**src/design/acc_defines.svh**
```systemverilog
`ifndef ACC_DEFINES_SVH
`define ACC_DEFINES_SVH
// Register indices; the byte address of each register is four times its index.
`define ACC_IDX_RES_LO    8'h24
`define ACC_IDX_RES_HI    8'h25
`define ACC_IDX_CTRL      8'h26
`define ACC_IDX_CLKSET    8'h27
`define ACC_IDX_IRQ_STAT  8'h28
`define ACC_IDX_IRQ_MASK  8'h29
`define ACC_ADDR_IDX_LSB  2
// Control register fields.
`define ACC_CH_MSB        2
`define ACC_CFG_LSB       3
`define ACC_CFG_MSB       5
`define ACC_DONE_N_BIT    6
`define ACC_START_BIT     7
// Clock-setting register fields.
`define ACC_CLK_CODE_MSB  1
`define ACC_TEST_BIT      7
// Result packing: the low register holds the two lowest bits at its top.
`define ACC_RES_MSB       9
`define ACC_RES_SPLIT     2
`define ACC_RES_LO_PAD    6'h00
// Interrupt status and mask fields.
`define ACC_IRQ_DONE_BIT  0
`define ACC_IRQ_INIT_BIT  1
// Converter clock codes and the last count of each divider.
`define ACC_CLK_DIV2      2'h0
`define ACC_CLK_DIV8      2'h1
`define ACC_CLK_DIV32     2'h2
`define ACC_DIV2_LAST     5'h01
`define ACC_DIV8_LAST     5'h07
`define ACC_DIV32_LAST    5'h1F
// One conversion lasts 76 converter clocks.
`define ACC_CONV_TADS     7'h4C
// Configuration codes, full pin mask and reset values.
`define ACC_CFG_ALL       3'h7
`define ACC_CFG_OFF       3'h0
`define ACC_MASK_ALL      8'hFF
`define ACC_RES_RST       10'h000
`endif

```
**src/design/acc_pkg.sv**
```systemverilog
package acc_pkg;
  // Sequencer states of the conversion engine.
  typedef enum logic {
    ACC_IDLE,
    ACC_CONV
  } acc_seq_t;
  // A full conversion result.
  typedef logic [9:0] acc_result_t;
endpackage : acc_pkg

```
**src/design/acc_conv_if.sv**
```systemverilog
`timescale 1ns/1ps
`default_nettype none
// Links the register front end, the clock divider and the sequencer.
interface acc_conv_if;
  logic [1:0]          code;     // Converter clock select.
  logic                powered;  // Converter powered on.
  logic                abort;    // Reset the converter, one-cycle pulse.
  logic                launch;   // Begin a conversion, one-cycle pulse.
  logic                tick;     // One converter clock period elapsed.
  logic                busy;     // Conversion in progress.
  logic                done;     // Conversion finished, one-cycle pulse.
  acc_pkg::acc_result_t result;  // Latest result from the sequencer.
  modport ctl (output code, powered, abort, launch, input busy, done, result);
  modport div (input code, output tick);
  modport seq (input powered, abort, launch, tick, output busy, done, result);
endinterface : acc_conv_if
`default_nettype wire

```
**src/design/acc_clk_div.sv**
```systemverilog
`timescale 1ns/1ps
`default_nettype none
`include "acc_defines.svh"
module acc_clk_div import acc_pkg::*; (
  input wire logic clk,
  input wire logic rst,
  acc_conv_if.div  cv
);
  // Last count for each clock code; the undefined code runs as the slowest.
  function automatic logic [4:0] acc_div_last(input logic [1:0] code);
    unique case (code)
      `ACC_CLK_DIV2: acc_div_last = `ACC_DIV2_LAST;
      `ACC_CLK_DIV8: acc_div_last = `ACC_DIV8_LAST;
      default:       acc_div_last = `ACC_DIV32_LAST;
    endcase
  endfunction : acc_div_last

  logic [4:0] cnt;   // Cycles since the last tick.
  logic       tick;  // Registered tick pulse.
  wire        wrap = (cnt >= acc_div_last(cv.code)); // A shorter code wraps at once.

  // ------------------------------------------------------------
  // Divider counter.
  // ------------------------------------------------------------
  always_ff @(posedge clk) begin
    if (rst) begin
      cnt  <= 5'h00;
      tick <= 1'b0;
    end else begin
      cnt  <= wrap ? 5'h00 : 5'(cnt + 5'h01);
      tick <= wrap;
    end
  end
  assign cv.tick = tick;
endmodule : acc_clk_div
`default_nettype wire

```
**src/design/acc_conv_seq.sv**
```systemverilog
`timescale 1ns/1ps
`default_nettype none
`include "acc_defines.svh"
module acc_conv_seq import acc_pkg::*; #(
  parameter logic [6:0] CONV_TADS = `ACC_CONV_TADS
) (
  input wire logic        clk,
  input wire logic        rst,
  input wire acc_result_t adc_code,
  acc_conv_if.seq         cv
);
  acc_seq_t    state, next_state;  // Engine state.
  logic [6:0]  cnt;                // Converter clocks spent in this conversion.
  logic        done;               // Completion pulse.
  acc_result_t code_s1, code_s2;   // Synchroniser for the analog core output.
  acc_result_t result;             // Captured result.

  // Power-down acts as a standing reset of the engine.
  wire abort = cv.abort | ~cv.powered;
  wire go    = cv.launch & ~abort;
  wire fin   = (state == ACC_CONV) & cv.tick & (cnt == 7'(CONV_TADS - 7'h01));

  // ------------------------------------------------------------
  // Next state.
  // ------------------------------------------------------------
  always_comb begin
    next_state = state;
    unique case (state)
      ACC_IDLE: if (go) next_state = ACC_CONV;
      ACC_CONV: if (abort || fin) next_state = ACC_IDLE;
    endcase
    if (go) next_state = ACC_CONV; // A new launch restarts the count.
  end

  // ------------------------------------------------------------
  // Registers; only the second synchroniser stage is captured.
  // ------------------------------------------------------------
  always_ff @(posedge clk) begin
    if (rst) begin
      state   <= ACC_IDLE;
      cnt     <= 7'h00;
      done    <= 1'b0;
      code_s1 <= `ACC_RES_RST;
      code_s2 <= `ACC_RES_RST;
      result  <= `ACC_RES_RST;
    end else begin
      state   <= next_state;
      cnt     <= (go | abort | fin) ? 7'h00 : (cv.tick ? 7'(cnt + 7'h01) : cnt);
      done    <= fin & ~abort & ~go;
      code_s1 <= adc_code;
      code_s2 <= code_s1;
      if (fin && !abort && !go) result <= code_s2;
    end
  end
  assign cv.busy   = (state == ACC_CONV);
  assign cv.done   = done;
  assign cv.result = result;
endmodule : acc_conv_seq
`default_nettype wire

```
**src/design/acc_top.sv**
```systemverilog
`timescale 1ns/1ps
`default_nettype none
`include "acc_defines.svh"
// Functional notes
// Two result registers are read-only.
// High holds bits 9..2, low bits 1..0.
// Control bits 2..0 pick analog input.
// Control bits 5..3 set analog pin count.
// Analog pins lose digital function and pull-up.
// Configuration zero powers converter down.
// Read-only flag clears when conversion completes.
// Start rising resets converter, sets flag.
// Start high then low launches a conversion.
// Software keeps start low until done.
// Clock code picks divide by 2/8/32.
// Software leaves the test bit alone.
// Clock-setting bits 6..2 read zero.
// Software initialises after changing configuration.
// No initialisation needed when configuration zero.
// Software reads result after completion.
// Result held until next completion, updated together.
module acc_top import acc_pkg::*; (
  input  wire logic        SYS_CLK,
  input  wire logic        SRST,
  input  wire logic [9:0]  AVS_ADDRESS,
  input  wire logic        AVS_READ,
  input  wire logic        AVS_WRITE,
  input  wire logic [31:0] AVS_WRITEDATA,
  input  wire logic [3:0]  AVS_BYTEENABLE,
  input  wire acc_result_t ADC_CODE,
  output logic      [31:0] AVS_READDATA,
  output logic             AVS_WAITREQUEST,
  output logic             IRQ,
  output logic      [2:0]  ANALOG_CHANNEL,
  output logic      [7:0]  ANALOG_PIN_MASK,
  output logic             ADC_POWER_ON,
  output logic             ADC_CONVERTING
);

  // ------------------------------------------------------------
  // Helper functions.
  // ------------------------------------------------------------

  // Pins that a port configuration code turns analog, lowest pins first.
  // Code 7 takes the whole port; codes 1 to 6 take that many pins.
  function automatic logic [7:0] acc_analog_mask(input logic [2:0] cfg);
    logic [7:0] m;
    m = 8'(8'h01 << cfg) - 8'h01;
    if (cfg == `ACC_CFG_ALL) m = `ACC_MASK_ALL;
    acc_analog_mask = m;
  endfunction : acc_analog_mask

  // Write-one-to-clear update in which a new event always wins.
  function automatic logic [1:0] acc_w1c(input logic [1:0] cur,
                                         input logic [1:0] clr,
                                         input logic [1:0] set);
    acc_w1c = (cur & ~clr) | set;
  endfunction : acc_w1c

  // ------------------------------------------------------------
  // Internal links.
  // ------------------------------------------------------------
  acc_conv_if cv ();

  // The divider paces the conversion; it never stops so that a launch
  // sees its first converter clock within one divider period.
  acc_clk_div u_div (
    .clk (SYS_CLK),
    .rst (SRST),
    .cv  (cv.div)
  );

  // The sequencer owns the timing of one conversion and the captured code.
  acc_conv_seq u_seq (
    .clk      (SYS_CLK),
    .rst      (SRST),
    .adc_code (ADC_CODE),
    .cv       (cv.seq)
  );

  // ------------------------------------------------------------
  // Register state.
  // ------------------------------------------------------------
  logic        wait_q;      // Waitrequest, high while no answer is ready.
  logic [31:0] rdata;       // Read data, loaded at the answering edge.
  logic [2:0]  ctl_chan;    // Analog input select.
  logic [2:0]  ctl_cfg;     // Port configuration code.
  logic        done_n;      // Conversion flag, low once a conversion ends.
  logic        start;       // Start bit as last written.
  logic        start_prev;  // Start bit one cycle earlier, for edge detection.
  logic [1:0]  clk_code;    // Converter clock select.
  logic        test_bit;    // Factory test bit, stored but without effect.
  acc_result_t result;      // Result as seen by software.
  logic [1:0]  irq_stat;    // Sticky event bits.
  logic [1:0]  irq_mask;    // Interrupt enables, same layout as status.
  logic        irq;         // Registered interrupt level.
  logic [7:0]  pin_mask;    // Registered analog pin mask.
  logic        power;       // Registered converter power enable.
  logic        converting;  // Registered copy of the sequencer busy state.

  // ------------------------------------------------------------
  // Bus decode.
  // ------------------------------------------------------------

  // A request is answered one cycle after it appears; the slave drops
  // waitrequest for exactly one cycle, and that edge completes it.
  wire       req     = AVS_READ | AVS_WRITE;
  wire       take    = req & ~wait_q;
  wire [7:0] idx     = AVS_ADDRESS[9:`ACC_ADDR_IDX_LSB];
  wire       wr_lane = take & AVS_WRITE & AVS_BYTEENABLE[0];
  wire [7:0] wbyte   = AVS_WRITEDATA[7:0];

  // Per-register write strobes; the result registers have none, so a
  // write to either of them is answered like any other and then dropped.
  wire wr_ctl  = wr_lane & (idx == `ACC_IDX_CTRL);
  wire wr_clk  = wr_lane & (idx == `ACC_IDX_CLKSET);
  wire wr_stat = wr_lane & (idx == `ACC_IDX_IRQ_STAT);
  wire wr_mask = wr_lane & (idx == `ACC_IDX_IRQ_MASK);

  // ------------------------------------------------------------
  // Start-bit edges.
  // ------------------------------------------------------------

  // Edges are taken from the stored bit, so a write that leaves the bit
  // unchanged produces no edge at all.
  wire start_rise = start & ~start_prev;
  wire start_fall = ~start & start_prev;

  // Rising edge resets the converter, falling edge launches it. A second
  // rising edge during a conversion aborts it, which is why software must
  // leave the bit low until the flag has cleared.
  assign cv.abort   = start_rise;
  assign cv.launch  = start_fall;
  assign cv.code    = clk_code;
  assign cv.powered = (ctl_cfg != `ACC_CFG_OFF);

  // ------------------------------------------------------------
  // Read multiplexer.
  // ------------------------------------------------------------

  // Bits above each register's width, and the unused bits of the low
  // result and clock-setting registers, read as zero.
  wire [7:0] rd_res_lo = {result[`ACC_RES_SPLIT-1:0], `ACC_RES_LO_PAD};
  wire [7:0] rd_res_hi = result[`ACC_RES_MSB:`ACC_RES_SPLIT];
  wire [7:0] rd_ctl    = {start, done_n, ctl_cfg, ctl_chan};
  wire [7:0] rd_clk    = {test_bit, 5'h00, clk_code};
  wire [7:0] rd_byte   =
    (idx == `ACC_IDX_RES_LO)   ? rd_res_lo :
    (idx == `ACC_IDX_RES_HI)   ? rd_res_hi :
    (idx == `ACC_IDX_CTRL)     ? rd_ctl :
    (idx == `ACC_IDX_CLKSET)   ? rd_clk :
    (idx == `ACC_IDX_IRQ_STAT) ? {6'h00, irq_stat} :
    (idx == `ACC_IDX_IRQ_MASK) ? {6'h00, irq_mask} : 8'h00;

  // ------------------------------------------------------------
  // Event sources and next values.
  // ------------------------------------------------------------
  wire [1:0] events       = {start_rise, cv.done};
  wire [1:0] stat_clr     = wr_stat ? wbyte[1:0] : 2'h0;
  wire [1:0] next_stat    = acc_w1c(irq_stat, stat_clr, events);
  wire [7:0] next_pinmask = acc_analog_mask(ctl_cfg);

  // ------------------------------------------------------------
  // Bus handshake and read data.
  // ------------------------------------------------------------
  always_ff @(posedge SYS_CLK) begin
    if (SRST) begin
      wait_q <= 1'b1;
      rdata  <= 32'h0000_0000;
    end else begin
      wait_q <= ~(req & wait_q);
      if (req && wait_q) rdata <= {24'h00_0000, rd_byte};
    end
  end

  // ------------------------------------------------------------
  // Control register; bit 6 is never written by software.
  // ------------------------------------------------------------
  always_ff @(posedge SYS_CLK) begin
    if (SRST) begin
      ctl_chan   <= 3'h0;
      ctl_cfg    <= `ACC_CFG_OFF;
      start      <= 1'b0;
      start_prev <= 1'b0;
    end else begin
      start_prev <= start;
      if (wr_ctl) begin
        ctl_chan <= wbyte[`ACC_CH_MSB:0];
        ctl_cfg  <= wbyte[`ACC_CFG_MSB:`ACC_CFG_LSB];
        start    <= wbyte[`ACC_START_BIT];
      end
    end
  end

  // ------------------------------------------------------------
  // Conversion flag.
  // ------------------------------------------------------------

  // A reset by the start bit outranks a completion in the same cycle,
  // because the sequencer is aborted by that very edge.
  // Power-down leaves the flag as it was; only the two events move it.
  always_ff @(posedge SYS_CLK) begin
    if (SRST) begin
      done_n <= 1'b0;
    end else if (start_rise) begin
      done_n <= 1'b1;
    end else if (cv.done) begin
      done_n <= 1'b0;
    end
  end

  // ------------------------------------------------------------
  // Clock-setting register.
  // ------------------------------------------------------------
  // The test bit is stored only so that it reads back; it drives nothing.
  always_ff @(posedge SYS_CLK) begin
    if (SRST) begin
      clk_code <= `ACC_CLK_DIV2;
      test_bit <= 1'b0;
    end else if (wr_clk) begin
      clk_code <= wbyte[`ACC_CLK_CODE_MSB:0];
      test_bit <= wbyte[`ACC_TEST_BIT];
    end
  end

  // ------------------------------------------------------------
  // Result registers.
  // ------------------------------------------------------------

  // Both halves load in one edge, so software never sees a torn pair;
  // the old value stays until the next completion.
  always_ff @(posedge SYS_CLK) begin
    if (SRST) begin
      result <= `ACC_RES_RST;
    end else if (cv.done) begin
      result <= cv.result;
    end
  end

  // ------------------------------------------------------------
  // Interrupt status and mask.
  // ------------------------------------------------------------
  // Status bits are set by the event sources and cleared by writing ones;
  // when both land in one cycle the event wins, so no event is lost.
  always_ff @(posedge SYS_CLK) begin
    if (SRST) begin
      irq_stat <= 2'h0;
      irq_mask <= 2'h0;
      irq      <= 1'b0;
    end else begin
      irq_stat <= next_stat;
      if (wr_mask) irq_mask <= wbyte[1:0];
      irq      <= |(irq_stat & irq_mask);
    end
  end

  // ------------------------------------------------------------
  // Pin-side outputs.
  // ------------------------------------------------------------

  // The mask lags the configuration by one cycle; pin muxing is far
  // slower than that, and it keeps every pin-side output registered.
  always_ff @(posedge SYS_CLK) begin
    if (SRST) begin
      pin_mask   <= 8'h00;
      power      <= 1'b0;
      converting <= 1'b0;
    end else begin
      pin_mask   <= next_pinmask;
      power      <= cv.powered;
      converting <= cv.busy;
    end
  end

  // ------------------------------------------------------------
  // Output assignments.
  // ------------------------------------------------------------
  assign AVS_READDATA    = rdata;
  assign AVS_WAITREQUEST = wait_q;
  assign IRQ             = irq;
  assign ANALOG_CHANNEL  = ctl_chan;
  assign ANALOG_PIN_MASK = pin_mask;
  assign ADC_POWER_ON    = power;
  assign ADC_CONVERTING  = converting;
endmodule : acc_top
`default_nettype wire

```
**config.mk**
```make
export PLATFORM = sky130hd
export DESIGN_NAME = acc_top
export DESIGN_NICKNAME = d
export VERILOG_FILES = /design/src/design/acc_pkg.sv /design/src/design/acc_conv_if.sv /design/src/design/acc_clk_div.sv /design/src/design/acc_conv_seq.sv /design/src/design/acc_top.sv
export VERILOG_INCLUDE_DIRS = /design/src /design/src/design
export SDC_FILE = /design/constraint.sdc
export NUM_CORES = 1
export LEC_CHECK = 0
export ABC_AREA = 1
export ABC_CLOCK_PERIOD_IN_PS = 1700
export BUFFER_PORTS_ARGS = -buffer_cell sky130_fd_sc_hd__buf_2
export CORE_ASPECT_RATIO = 1.75
export CORE_MARGIN = 2
export CORE_UTILIZATION = 50
export CTS_BUF_LIST = sky130_fd_sc_hd__clkbuf_4 sky130_fd_sc_hd__clkbuf_8
export CTS_CLUSTER_DIAMETER = 120
export DETAILED_ROUTE_END_ITERATION = 10
export GPL_TIMING_DRIVEN = 0
export PLACE_DENSITY = 0.74
export SLEW_MARGIN = 20
export SYNTH_ARGS = -nofsm -noshare
export SYNTH_HDL_FRONTEND = slang
export SYNTH_SLANG_ARGS = --single-unit
```
**constraint.sdc**
```tcl
create_clock -name SYS_CLK -period 1.7 [get_ports SYS_CLK]
set_input_delay 0.255 -clock SYS_CLK [delete_from_list [all_inputs] [get_ports SYS_CLK]]
set_output_delay 0.255 -clock SYS_CLK [all_outputs]
set_load 0.01 [all_outputs]
```
==> run summary, run 1 <==
Critical path fanouts, max - 7
Final Critical Period - 1560 ps
ANT nets after route - 0
Main synth FF type - dfxtp_1
Initial antenna violation count - 0
Post-DP HPWL - 6180 um
Final setup margin - 137 ps
Rows - 41
Width of the die - 69.5 um
RSZ-0062 raised after global routing - false
Post-route DRC - 0
Setup crit start kind - flop
Worst slew pin tran - 562 ps
Outcome - complete, no violations
RR Endpoint - ANALOG_PIN_MASK[4]$_SDFF_PP0_
Synth Instances - 473
Cts bufs inserted - 9
Final number of hold-violating endpoints - 0
CP endpoint - ANALOG_PIN_MASK[4]$_SDFF_PP0_
CTS tree - yes
Detailed-route via count - 3,153
Synth cell count leaders - 91 x dfxtp_1, 91 x nor2_1, 52 x inv_1, 52 x nand2_1, 32 x a21oi_1
Worst VDD drop - 0.000880 V
R2r setup slk - 140 ps
Die Ht - 119 um
Post-synth ARST share - 0
Detailed Route WL - 8200 um
Seq/Total Area, Yosys - 0.485
FF-to-FF Start - ctl_cfg[0]$_SDFFE_PP0P_
Yosys warnings - 0
Place WS - 90.4 ps
Largest net degree at the start of global routing - 17
Final Non-Filler Cells - 649
Clk buf depth - 2
Synth area leaders - dfxtp_1 49%, nor2_1 9.1%, inv_1 5.2%
Post-CTS Hold Fix Bufs - 0
Layout area overhead - 19.0%
Crit Path Class - flop to flop
CP peak stage delay - 460 ps
Worst path slowest cell - dfxtp_1
Syn_area_per_cell - 7.93 um^2
First-pass iteration count of the detailed router - 6
DRT iter0 DRCs - 130
Reg clk slew, reported paths - 90 ps
Number of I/O pins - 107
Cell type with the highest aggregate area in the netlist - dfxtp_1
Initial Util - 0.519
Worst EP required - 1990 ps
Worst hold path class - primary input to flop
GPL Wtd Cong - 0.860
EDFF count, synth - 0
Fin. max-slew vios - 0
Die area - 8240 um^2
Critical Path Start - ctl_cfg[0]$_SDFFE_PP0P_
Total track usage - 0.213
Sink Count - 91
IO buf count - 51
Clk root buf - clkbuf_8
Fmax achieved - 640 MHz
Final hold slack - 79.8 ps
Diode count - 0
Total grt overflow - 0
Max cap viols - 0
Vias in the first global route - 3,072
Post-CTS Repair Setup Buffers - 0
Crit path arrival time - 1850 ps
Clk_lat worst skew - 370 ps
Post-synthesis cell area - 3750 um^2
Cells along the critical path - inv_2 -> nand2_4 -> ha_1 -> nor3_1 -> or2_2 -> a21oi_1
#FFs+latches synth - 91
Final net count - 625
Post-route setup TNS - 0 ps
Routed len/inst - 12.6 um
Final setup fails - 0
Area share of the largest cell type after synthesis - 0.485
Fin crit share - 0.920
R2R depth - 6
Vias per cell - 4.86
LEAKAGE - 2.08 nW
Placed Cells - 633
Slew Limit Headroom - 0.626
First-pass GRT wire length - 14,200 um
Layout cells sized above 1 - 0.215
Yosys cell types - 39
CORE AREA - 7230 um^2
Clock skew - 9.43 ps
Critical path endpoint category - flop
Pwr/cell area - 991 nW/um^2
H-Tree Level Count - 3
[kinds of logic after synthesis]
group | synth area share
XOR/XNOR | 0.00934
AND/OR/NAND/NOR | 0.238
flip-flops | 0.485
AO/OA/AOI/OAI | 0.120
other | 0.000999
buffers and inverters | 0.123
adder cells (fa/ha/maj) | 0.0233
[sequential cells by signal, summed over array words and instances (netlist names), 5 cells and up]
register,flops
u_seq.cv.result,10
ANALOG_PIN_MASK,8
result,10
AVS_READDATA,8
u_seq.cnt,7
u_div.cnt,5
u_seq.code_s2,10
u_seq.code_s1,10
[worst max-delay path: cells and delay by family (launching register included)]
family	cells	cell delay (ps)
buffers and inverters	1	140
DFF	1	460
adders and majority gates	1	240
and+or+nand+nor	3	510
AOI/OAI and AO/OA	1	140
[layout by cell type, fill, tap and decap left out, types with 2 or more instances in the layout]
cell	n
buf_4	25
clkbuf_1	6
ha_1	7
nand3_1	19
inv_2	4
nor2_4	3
nand4_1	8
nor2_1	90
xor2_1	4
clkinv_1	2
o21ai_2	3
nor4_4	2
o31ai_1	3
nor2_2	3
conb_1	24
nand2_1	52
a21oi_1	32
nor3_1	3
bufinv_16	3
dfxtp_1	91
a31oi_1	2
buf_1	3
clkbuf_8	10
nand2_2	3
nand2_4	2
o21ai_1	9
buf_2	52
inv_1	52
o21ai_0	30
[metrics by stage]
step	total power (W)	instance area (um^2)	utilization
final	0.00442	4470	0.617
after CTS	0.00444	4460	0.616
after global placement	0.00264	4200	0.581
after floorplan	0.00255	3840	-
after global routing	0.00461	4470	0.617
after detailed placement	0.00266	4200	0.581
[worst min path at each step]
| stage | start | end | slack, ps | cells past startpoint |
|---|---|---|---|---|
| finish | ADC_CODE[3] | u_seq.code_s1[3]$_SDFF_PP0_ | 80 | 3 |
| global route | ADC_CODE[0] | u_seq.code_s1[0]$_SDFF_PP0_ | 80 | 3 |
| CTS | ADC_CODE[3] | u_seq.code_s1[3]$_SDFF_PP0_ | 80 | 3 |
| detailed placement | u_seq.code_s1[5]$_SDFF_PP0_ | u_seq.code_s2[5]$_SDFF_PP0_ | 400 | 2 |
| global placement | u_seq.code_s1[2]$_SDFF_PP0_ | u_seq.code_s2[2]$_SDFF_PP0_ | 390 | 2 |
| floorplan | ADC_CODE[0] | u_seq.code_s1[0]$_SDFF_PP0_ | 360 | 2 |
[where the power goes]
| group | leakage, nW | switching, W | internal [W] |
|---|---|---|---|
| sequential | 0.738 | 0.0000536 | 0.00219 |
| clock | 0.129 | 0.000774 | 0.00103 |
| combinational | 1.21 | 0.000228 | 0.000143 |
| total | 2.08 | 0.00106 | 0.00337 |
[per-layer routing]
metal,track usage,vias to the layer above,part of all wire
met4,0.0956,0,0.025
met3,0.0332,18,0.047
li1,-,1640,-
met5,0,-,0
met2,0.397,88,0.54
met1,0.231,1407,0.39
[cell type report]
cell class | count | area, um^2
Clock buffer | 10 | 138
Multi-Input combinational cell | 310 | 1560
Timing Repair Buffer | 51 | 255
Inverter | 59 | 223
Sequential cell | 91 | 1820
Buffer | 36 | 238
Fill cell | 641 | 2770
Tap cell | 86 | 108
Clock inverter | 6 | 119
[timing repair]
action,in CTS,in global routing
resized for setup,0,3
endpoints found under the setup margin,0,5
endpoints found under the hold margin,0,0
Power figures use the tool's default switching activity.
==> run 2: changes to the inputs <==
--- a/config.mk
+++ b/config.mk
@@ -13,3 +13,3 @@
 export CORE_MARGIN = 2
-export CORE_UTILIZATION = 50
+export CORE_UTILIZATION = 38
 export CTS_BUF_LIST = sky130_fd_sc_hd__clkbuf_4 sky130_fd_sc_hd__clkbuf_8
@@ -17,4 +17,5 @@
 export DETAILED_ROUTE_END_ITERATION = 10
+export GPL_ROUTABILITY_DRIVEN = 0
 export GPL_TIMING_DRIVEN = 0
-export PLACE_DENSITY = 0.74
+export PLACE_DENSITY = 0.58
 export SLEW_MARGIN = 20
==> constraint.sdc (replaced) <==
create_clock -name SYS_CLK -period 1.7 [get_ports SYS_CLK]
set_input_delay 0.34 -clock SYS_CLK [delete_from_list [all_inputs] [get_ports SYS_CLK]]
set_output_delay 0.34 -clock SYS_CLK [all_outputs]
set_load 0.01 [all_outputs]
==> run 2 against run 1 <==
  * Clock skew fell by 2.1 ps
  * Core utilization fell by 16 points
  * Flip-flop and latch count did not move
  * Cell area fell by 0.56%
  * Sequential power barely moved
  * First-iteration DRC count fell by 38%
  * Combinational power rose by 5%
  * Fmax rose by 2.0%
  * Final cell count rose by 6.2%
==> run summary, run 2 (synthesis results as in run 1) <==
Cell repeated most along the worst path - nor2_1
Initial antenna violation count - 0 (unchanged)
Final Critical Period - 1530 ps (was 1560 ps)
Die Ht - 135 um (was 119 um)
LEAKAGE - 2.05 nW (was 2.08 nW)
IO buf count - 51 (unchanged)
R2R depth - 8 (was 6)
ANT nets after route - 0 (unchanged)
CP peak stage delay - 330 ps (was 460 ps)
Layout area overhead - 18.3% (was 19.0%)
Worst hold path class - primary input to flop (unchanged)
Detailed-route via count - 3,144 (was 3,153)
CP endpoint - u_div.cnt[1]$_SDFF_PP0_ (was ANALOG_PIN_MASK[4]$_SDFF_PP0_)
First-pass iteration count of the detailed router - 4 (was 6)
Crit Path Class - flop to flop (unchanged)
Number of I/O pins - 107 (unchanged)
Critical path endpoint category - flop (unchanged)
Detailed Route WL - 8300 um (was 8200 um)
Fin. max-slew vios - 0 (unchanged)
Initial Util - 0.386 (was 0.519)
Pwr/cell area - 891 nW/um^2 (was 991 nW/um^2)
CORE AREA - 9730 um^2 (was 7230 um^2)
R2r setup slk - 170 ps (was 140 ps)
Crit path arrival time - 1820 ps (was 1850 ps)
Worst VDD drop - 0.000541 V (was 0.000880 V)
Final number of hold-violating endpoints - 0 (unchanged)
Worst EP required - 1990 ps (about the same)
Vias in the first global route - 3,113 (was 3,072)
Total track usage - 0.168 (was 0.213)
Routed len/inst - 12.0 um (was 12.6 um)
Placed cell areas - 4250 um^2 (was 4200 um^2)
Max cap viols - 0 (unchanged)
H-Tree Level Count - 3 (unchanged)
Slew Limit Headroom - 0.616 (was 0.626)
Rows - 48 (was 41)
Outcome - complete, no violations (unchanged)
Final core occ - 0.456 (was 0.617)
Post-route DRC - 0 (unchanged)
Worst slew pin tran - 576 ps (was 562 ps)
Setup crit start kind - flop (unchanged)
Sink Count - 91 (unchanged)
Clock skew - 7.37 ps (was 9.43 ps)
Cts bufs inserted - 9 (unchanged)
Width of the die - 79.1 um (was 69.5 um)
Critical Path Start - clk_code[1]$_SDFFE_PP0P_ (was ctl_cfg[0]$_SDFFE_PP0P_)
Clk root buf - clkbuf_8 (unchanged)
Critical path fanouts, max - 5 (was 7)
Fmax achieved - 652 MHz (was 640 MHz)
DRT iter0 DRCs - 80 (was 130)
First-pass GRT wire length - 14,000 um (was 14,200 um)
Reg clk slew, reported paths - 90 ps (about the same)
Post-DP HPWL - 6450 um (was 6180 um)
Cell area after layout - 4440 um^2 (was 4470 um^2)
Diode count - 0 (unchanged)
Fin crit share - 0.902 (was 0.920)
Worst path slowest cell - dfxtp_1 (unchanged)
Largest net degree at the start of global routing - 16 (was 17)
Most frequent cells in the layout - 91 x dfxtp_1, 91 x nor2_1, 52 x nand2_1, 52 x inv_1, 52 x buf_2 (was 91 x dfxtp_1, 90 x nor2_1, 52 x nand2_1, 52 x inv_1, 52 x buf_2)
Clk_lat worst skew - 360 ps (was 370 ps)
CTS tree - yes (unchanged)
Final net count - 626 (was 625)
Layout cells sized above 1 - 0.215 (about the same)
FF-to-FF Start - clk_code[1]$_SDFFE_PP0P_ (was ctl_cfg[0]$_SDFFE_PP0P_)
Total grt overflow - 0 (unchanged)
Vias per cell - 4.56 (was 4.86)
Cells along the critical path - nor2_1 -> ha_1 -> nand2_1 -> inv_1 -> o21ai_0 -> nand4_1 -> buf_4 -> nor2_1 (was inv_2 -> nand2_4 -> ha_1 -> nor3_1 -> or2_2 -> a21oi_1)
Post-route setup TNS - 0 ps (unchanged)
Die area - 10,700 um^2 (was 8240 um^2)
Final setup fails - 0 (unchanged)
Clk buf depth - 2 (unchanged)
RR Endpoint - u_div.cnt[1]$_SDFF_PP0_ (was ANALOG_PIN_MASK[4]$_SDFF_PP0_)
-- run 2: final cells by class --
type                       count  area, um^2
clock buffer                  10         138
multi-input combinational    310        1560
timing repair buffer          52         263
tap                          125         156
clock inverter                 6        40.0
buffer                        36         238
sequential                    91        1820
inverter                      59         223
fill                        1029        5290
-- run 2: power by group --
part	internal [W]	leakage [nW]	switching, W
Combinational	0.000153	1.22	0.000236
Sequential	0.00219	0.738	0.0000528
Clock	0.000571	0.0924	0.000753
Total	0.00292	2.05	0.00104
-- run 2: per-stage QoR --
step,total power [W],cells,setup WS (ps),hold WS (ps)
CTS,0.00399,688,112,160
global placement,0.00265,672,-60.6,395
finish,0.00396,689,167,184
floorplan,0.00255,496,343,388
global route,0.00415,689,-0.108,168
detailed placement,0.00266,672,-71.3,399
-- run 2: critical path, delay by kind of cell, from the launching register on --
family,cells,cell delay [ps]
compound gates,1,220
fa+ha+maj,1,270
buf+inv,2,210
flops,1,330
simple gates,4,450
-- run 2: timing repair --
action                                  in CTS  in global routing
hold buffers                                 0                  0
endpoints found under the setup margin       0                  5
buffers inserted                             0                  1
gates resized for setup                      0                  1
-- run 2: layer usage --
layer	share of wire	vias up	GRT usage
li1	-	1634	-
met1	0.39	1410	0.172
met2	0.54	82	0.310
met3	0.044	18	0.0353
met4	0.028	0	0.0881
met5	0	-	0
-- run 2: worst min-delay path by stage --
stage	start	endpoint	slack [ps]	depth (start not counted)
after global placement	u_seq.code_s1[1]$_SDFF_PP0_	u_seq.code_s2[1]$_SDFF_PP0_	400	2
after detailed placement	u_seq.code_s1[1]$_SDFF_PP0_	u_seq.code_s2[1]$_SDFF_PP0_	400	2
after CTS	ADC_CODE[5]	u_seq.code_s1[5]$_SDFF_PP0_	160	3
after floorplan	u_seq.code_s1[0]$_SDFF_PP0_	u_seq.code_s2[0]$_SDFF_PP0_	390	2
final	ADC_CODE[5]	u_seq.code_s1[5]$_SDFF_PP0_	180	3
after global routing	ADC_CODE[2]	u_seq.code_s1[2]$_SDFF_PP0_	170	3
==> run 3: changes to the inputs <==
ABC_AREA = 0   (was 1)
PLACE_DENSITY = 0.59   (was 0.58)
==> run 3 against run 2 <==
  * First-iteration DRC count shrank 15%
  * Flip-flop and latch count is the same
  * Combinational power grew 7.7%
  * Global-route usage shrank 1.4 points
  * Hold slack gained 2.9 ps
  * Sequential share of layout area shrank 0.40 points
  * Via count shrank 13%
  * Largest cell class unchanged
  * Critical endpoint is now u_div.cnt[4]$_SDFF_PP0_
  * Worst setup slack lost 130 ps
  * Clock power grew 27%
  * Synthesized cell count shrank 22%
==> run summary, run 3 <==
Outcome - complete, no violations (unchanged)
Worst EP required - 2000 ps (was 1990 ps)
Final hold slack - 187 ps (was 184 ps)
ANT nets after route - 0 (unchanged)
Synth cell count leaders - 91 x dfxtp_1, 63 x nor2_1, 37 x mux2i_1, 27 x nor2b_1, 25 x buf_4 (was 91 x dfxtp_1, 91 x nor2_1, 52 x inv_1, 52 x nand2_1, 32 x a21oi_1)
Placed Cells - 565 (was 672)
First-pass GRT wire length - 12,400 um (was 14,000 um)
EDFF count, synth - 0 (unchanged)
Hold path start - ADC_CODE[0] (was ADC_CODE[5])
Initial antenna violation count - 0 (unchanged)
Cell type with the highest aggregate area in the netlist - dfxtp_1 (unchanged)
Post-synthesis cell area - 3650 um^2 (was 3750 um^2)
Clk root buf - clkbuf_8 (unchanged)
Syn_area_per_cell - 9.92 um^2 (was 7.93 um^2)
Place WS - -357 ps (was -71.3 ps)
Number of I/O pins - 107 (unchanged)
Slew Limit Headroom - 0.587 (was 0.616)
Vias in the first global route - 2,610 (was 3,113)
Clk buf depth - 2 (unchanged)
Yosys warnings - 0 (unchanged)
Fin. max-slew vios - 0 (unchanged)
Vias per cell - 4.67 (was 4.56)
Setup crit start kind - flop (unchanged)
Final net count - 525 (was 626)
Seq/Total Area, Yosys - 0.499 (was 0.485)
Synth Instances - 368 (was 473)
Most frequent cells in the layout - 85 x dfxtp_1, 62 x nor2_1, 54 x buf_2 (was 91 x dfxtp_1, 91 x nor2_1, 52 x nand2_1, 52 x inv_1, 52 x buf_2)
Critical path endpoint category - flop (unchanged)
Fin crit share - 0.978 (was 0.902)
Clk_lat worst skew - 360 ps (about the same)
Cell family with most CP delay - compound AO/OA/AOI/OAI gates (was simple AND/OR/NAND/NOR gates)
Worst hold path class - primary input to flop (unchanged)
Buffers plus inverters on the worst setup path - 0 (was 2)
Width of the die - 78.1 um (was 79.1 um)
Yosys cell types - 48 (was 39)
Worst slew pin tran - 620 ps (was 576 ps)
Crit path arrival time - 1960 ps (was 1820 ps)
Cells along the critical path - nor2_4 -> ha_4 -> a21o_1 -> a211o_1 -> a211o_1 -> nor2_1 (was nor2_1 -> ha_1 -> nand2_1 -> inv_1 -> o21ai_0 -> nand4_1 -> buf_4 -> nor2_1)
Detailed Route WL - 7840 um (was 8300 um)
Clock skew - 11.2 ps (was 7.37 ps)
Hold path cells - 2 (was 3)
Final setup margin - 36.9 ps (was 167 ps)
Largest net degree at the start of global routing - 15 (was 16)
LEAKAGE - 2.04 nW (was 2.05 nW)
Initial Util - 0.388 (was 0.386)
Die Ht - 134 um (was 135 um)
Final Non-Filler Cells - 585 (was 689)
#FFs+latches synth - 91 (unchanged)
Post-CTS Hold Fix Bufs - 0 (unchanged)
Post-DP HPWL - 5750 um (was 6450 um)
Layout area overhead - 23.9% (was 18.3%)
Worst VDD drop - 0.000479 V (was 0.000541 V)
Post-route DRC - 0 (unchanged)
Rows - 47 (was 48)
Fmax achieved - 601 MHz (was 652 MHz)
Total track usage - 0.154 (was 0.168)
FF-to-FF Start - clk_code[0]$_SDFFE_PP0P_ (was clk_code[1]$_SDFFE_PP0P_)
Total grt overflow - 0 (unchanged)
Sink Count - 91 (unchanged)
Final core occ - 0.481 (was 0.456)
Pwr/cell area - 958 nW/um^2 (was 891 nW/um^2)
R2r setup slk - 40 ps (was 170 ps)
Final setup fails - 0 (unchanged)
Cts bufs inserted - 9 (unchanged)
Max cap viols - 0 (unchanged)
Reg clk slew, reported paths - 80 ps (was 90 ps)
Critical path fanouts, max - 5 (unchanged)
RSZ-0062 raised after global routing - true
DRT iter0 DRCs - 68 (was 80)
CORE AREA - 9410 um^2 (was 9730 um^2)
RR Endpoint - u_div.cnt[4]$_SDFF_PP0_ (was u_div.cnt[1]$_SDFF_PP0_)
Crit Path Class - flop to flop (unchanged)
IO buf count - 52 (was 51)
Critical Path Start - clk_code[0]$_SDFFE_PP0P_ (was clk_code[1]$_SDFFE_PP0P_)
R2R depth - 6 (was 8)
First-pass iteration count of the detailed router - 4 (unchanged)
Layout cells sized above 1 - 0.266 (was 0.215)
Top-count cell post-synth - dfxtp_1
Most common cell after layout, fill and taps aside - dfxtp_1
H-Tree Level Count - 3 (unchanged)
Routed len/inst - 13.4 um (was 12.0 um)
Die area - 10,400 um^2 (was 10,700 um^2)
Synth area leaders - dfxtp_1 50%, mux2i_1 10%, nor2_1 6.5% (was dfxtp_1 49%, nor2_1 9.1%, inv_1 5.2%)
Worst path slowest cell - dfxtp_4 (was dfxtp_1)
CP peak stage delay - 370 ps (was 330 ps)
Detailed-route via count - 2,732 (was 3,144)
Final Critical Period - 1660 ps (was 1530 ps)
Post-synth ARST share - 0 (unchanged)
Diode count - 0 (unchanged)
Main synth FF type - dfxtp_1 (unchanged)
Final number of hold-violating endpoints - 0 (unchanged)
Area share of the largest cell type after synthesis - 0.499 (was 0.485)
Cell repeated most along the worst path - a211o_1 (was nor2_1)
WHS Endpoint - u_seq.code_s1[0]$_SDFF_PP0_ (was u_seq.code_s1[5]$_SDFF_PP0_)
CTS tree - yes (unchanged)
## run 3: cell count changes in the layout (fill, tap and decap cells not counted), sizes merged, moves of 7 or more
cell / change
nor2b: +27
o21ai: -40
inv: -47
nor2: -33
nand2: -42
buf: +9
mux2i: +37
nand3: -15
a21oi: -20
clkinv: -7
## run 3: stage by stage
stage	power (W)	cell area [um^2]	TNS (ps)
floorplan	0.00256	3740	0
global placement	0.00266	4160	-2260
detailed placement	0.00267	4160	-2660
CTS	0.00435	4450	0
global route	0.00454	4530	-317
finish	0.00434	4530	0
## run 3: what timing repair did
action,4_1_cts,5_1_grt
buffers inserted,3,1
endpoints found under the setup margin,8,15
pin swaps,7,8
resized for setup,15,15
cloned,0,1
## run 3: cell type report
type | count | area, um^2
plain buffers | 39 | 264
well taps | 122 | 153
fillers | 927 | 4880
repair buffers | 57 | 302
clock buffers | 13 | 166
clock inverters | 3 | 68.8
inverters | 9 | 33.8
multi-input cells | 251 | 1700
flip-flops and latches | 91 | 1840
## run 3: worst reg2reg max path, delay by kind of cell (launching register included)
family                   cells  cell delay [ps]
AO/OA/AOI/OAI                3              770
adder cells (fa/ha/maj)      1              200
flip-flops                   1              370
AND/OR/NAND/NOR              2              250
## run 3: how the worst max path moves through the flow
stage                     slack (ps)                       endpoint  depth (start not counted)
after global routing             -70        u_div.cnt[0]$_SDFF_PP0_                          6
after detailed placement        -360  ANALOG_PIN_MASK[4]$_SDFF_PP0_                          8
after CTS                         10        u_div.cnt[4]$_SDFF_PP0_                          6
final                             40        u_div.cnt[4]$_SDFF_PP0_                          6
after floorplan                    2  ANALOG_PIN_MASK[4]$_SDFF_PP0_                          8
after global placement          -380  ANALOG_PIN_MASK[4]$_SDFF_PP0_                          8
## run 3: cell families after synthesis
group	Yosys count	synth area share
AO/OA/AOI/OAI	39	0.0774
XOR/XNOR	10	0.0240
adder cells (fa/ha/maj)	7	0.0240
buffers and inverters	49	0.0795
flip-flops	91	0.499
multiplexers	38	0.108
other	1	0.00103
AND/OR/NAND/NOR	133	0.188
## run 3: power breakdown
part / internal [W] / switching (W) / total [W] / leakage, nW
logic: 0.000220 / 0.000200 / 0.000420 / 1.18
registers: 0.00218 / 0.0000544 / 0.00224 / 0.742
clock network: 0.000948 / 0.000730 / 0.00168 / 0.121
## run 3: routing by layer
layer,track usage,part of all wire,wire [um],up-vias
li1,-,-,-,1387
met1,0.155,0.38,3010,1268
met2,0.292,0.55,4350,69
met3,0.0352,0.044,346,8
met4,0.0702,0.018,138,0
met5,0,0,0,-
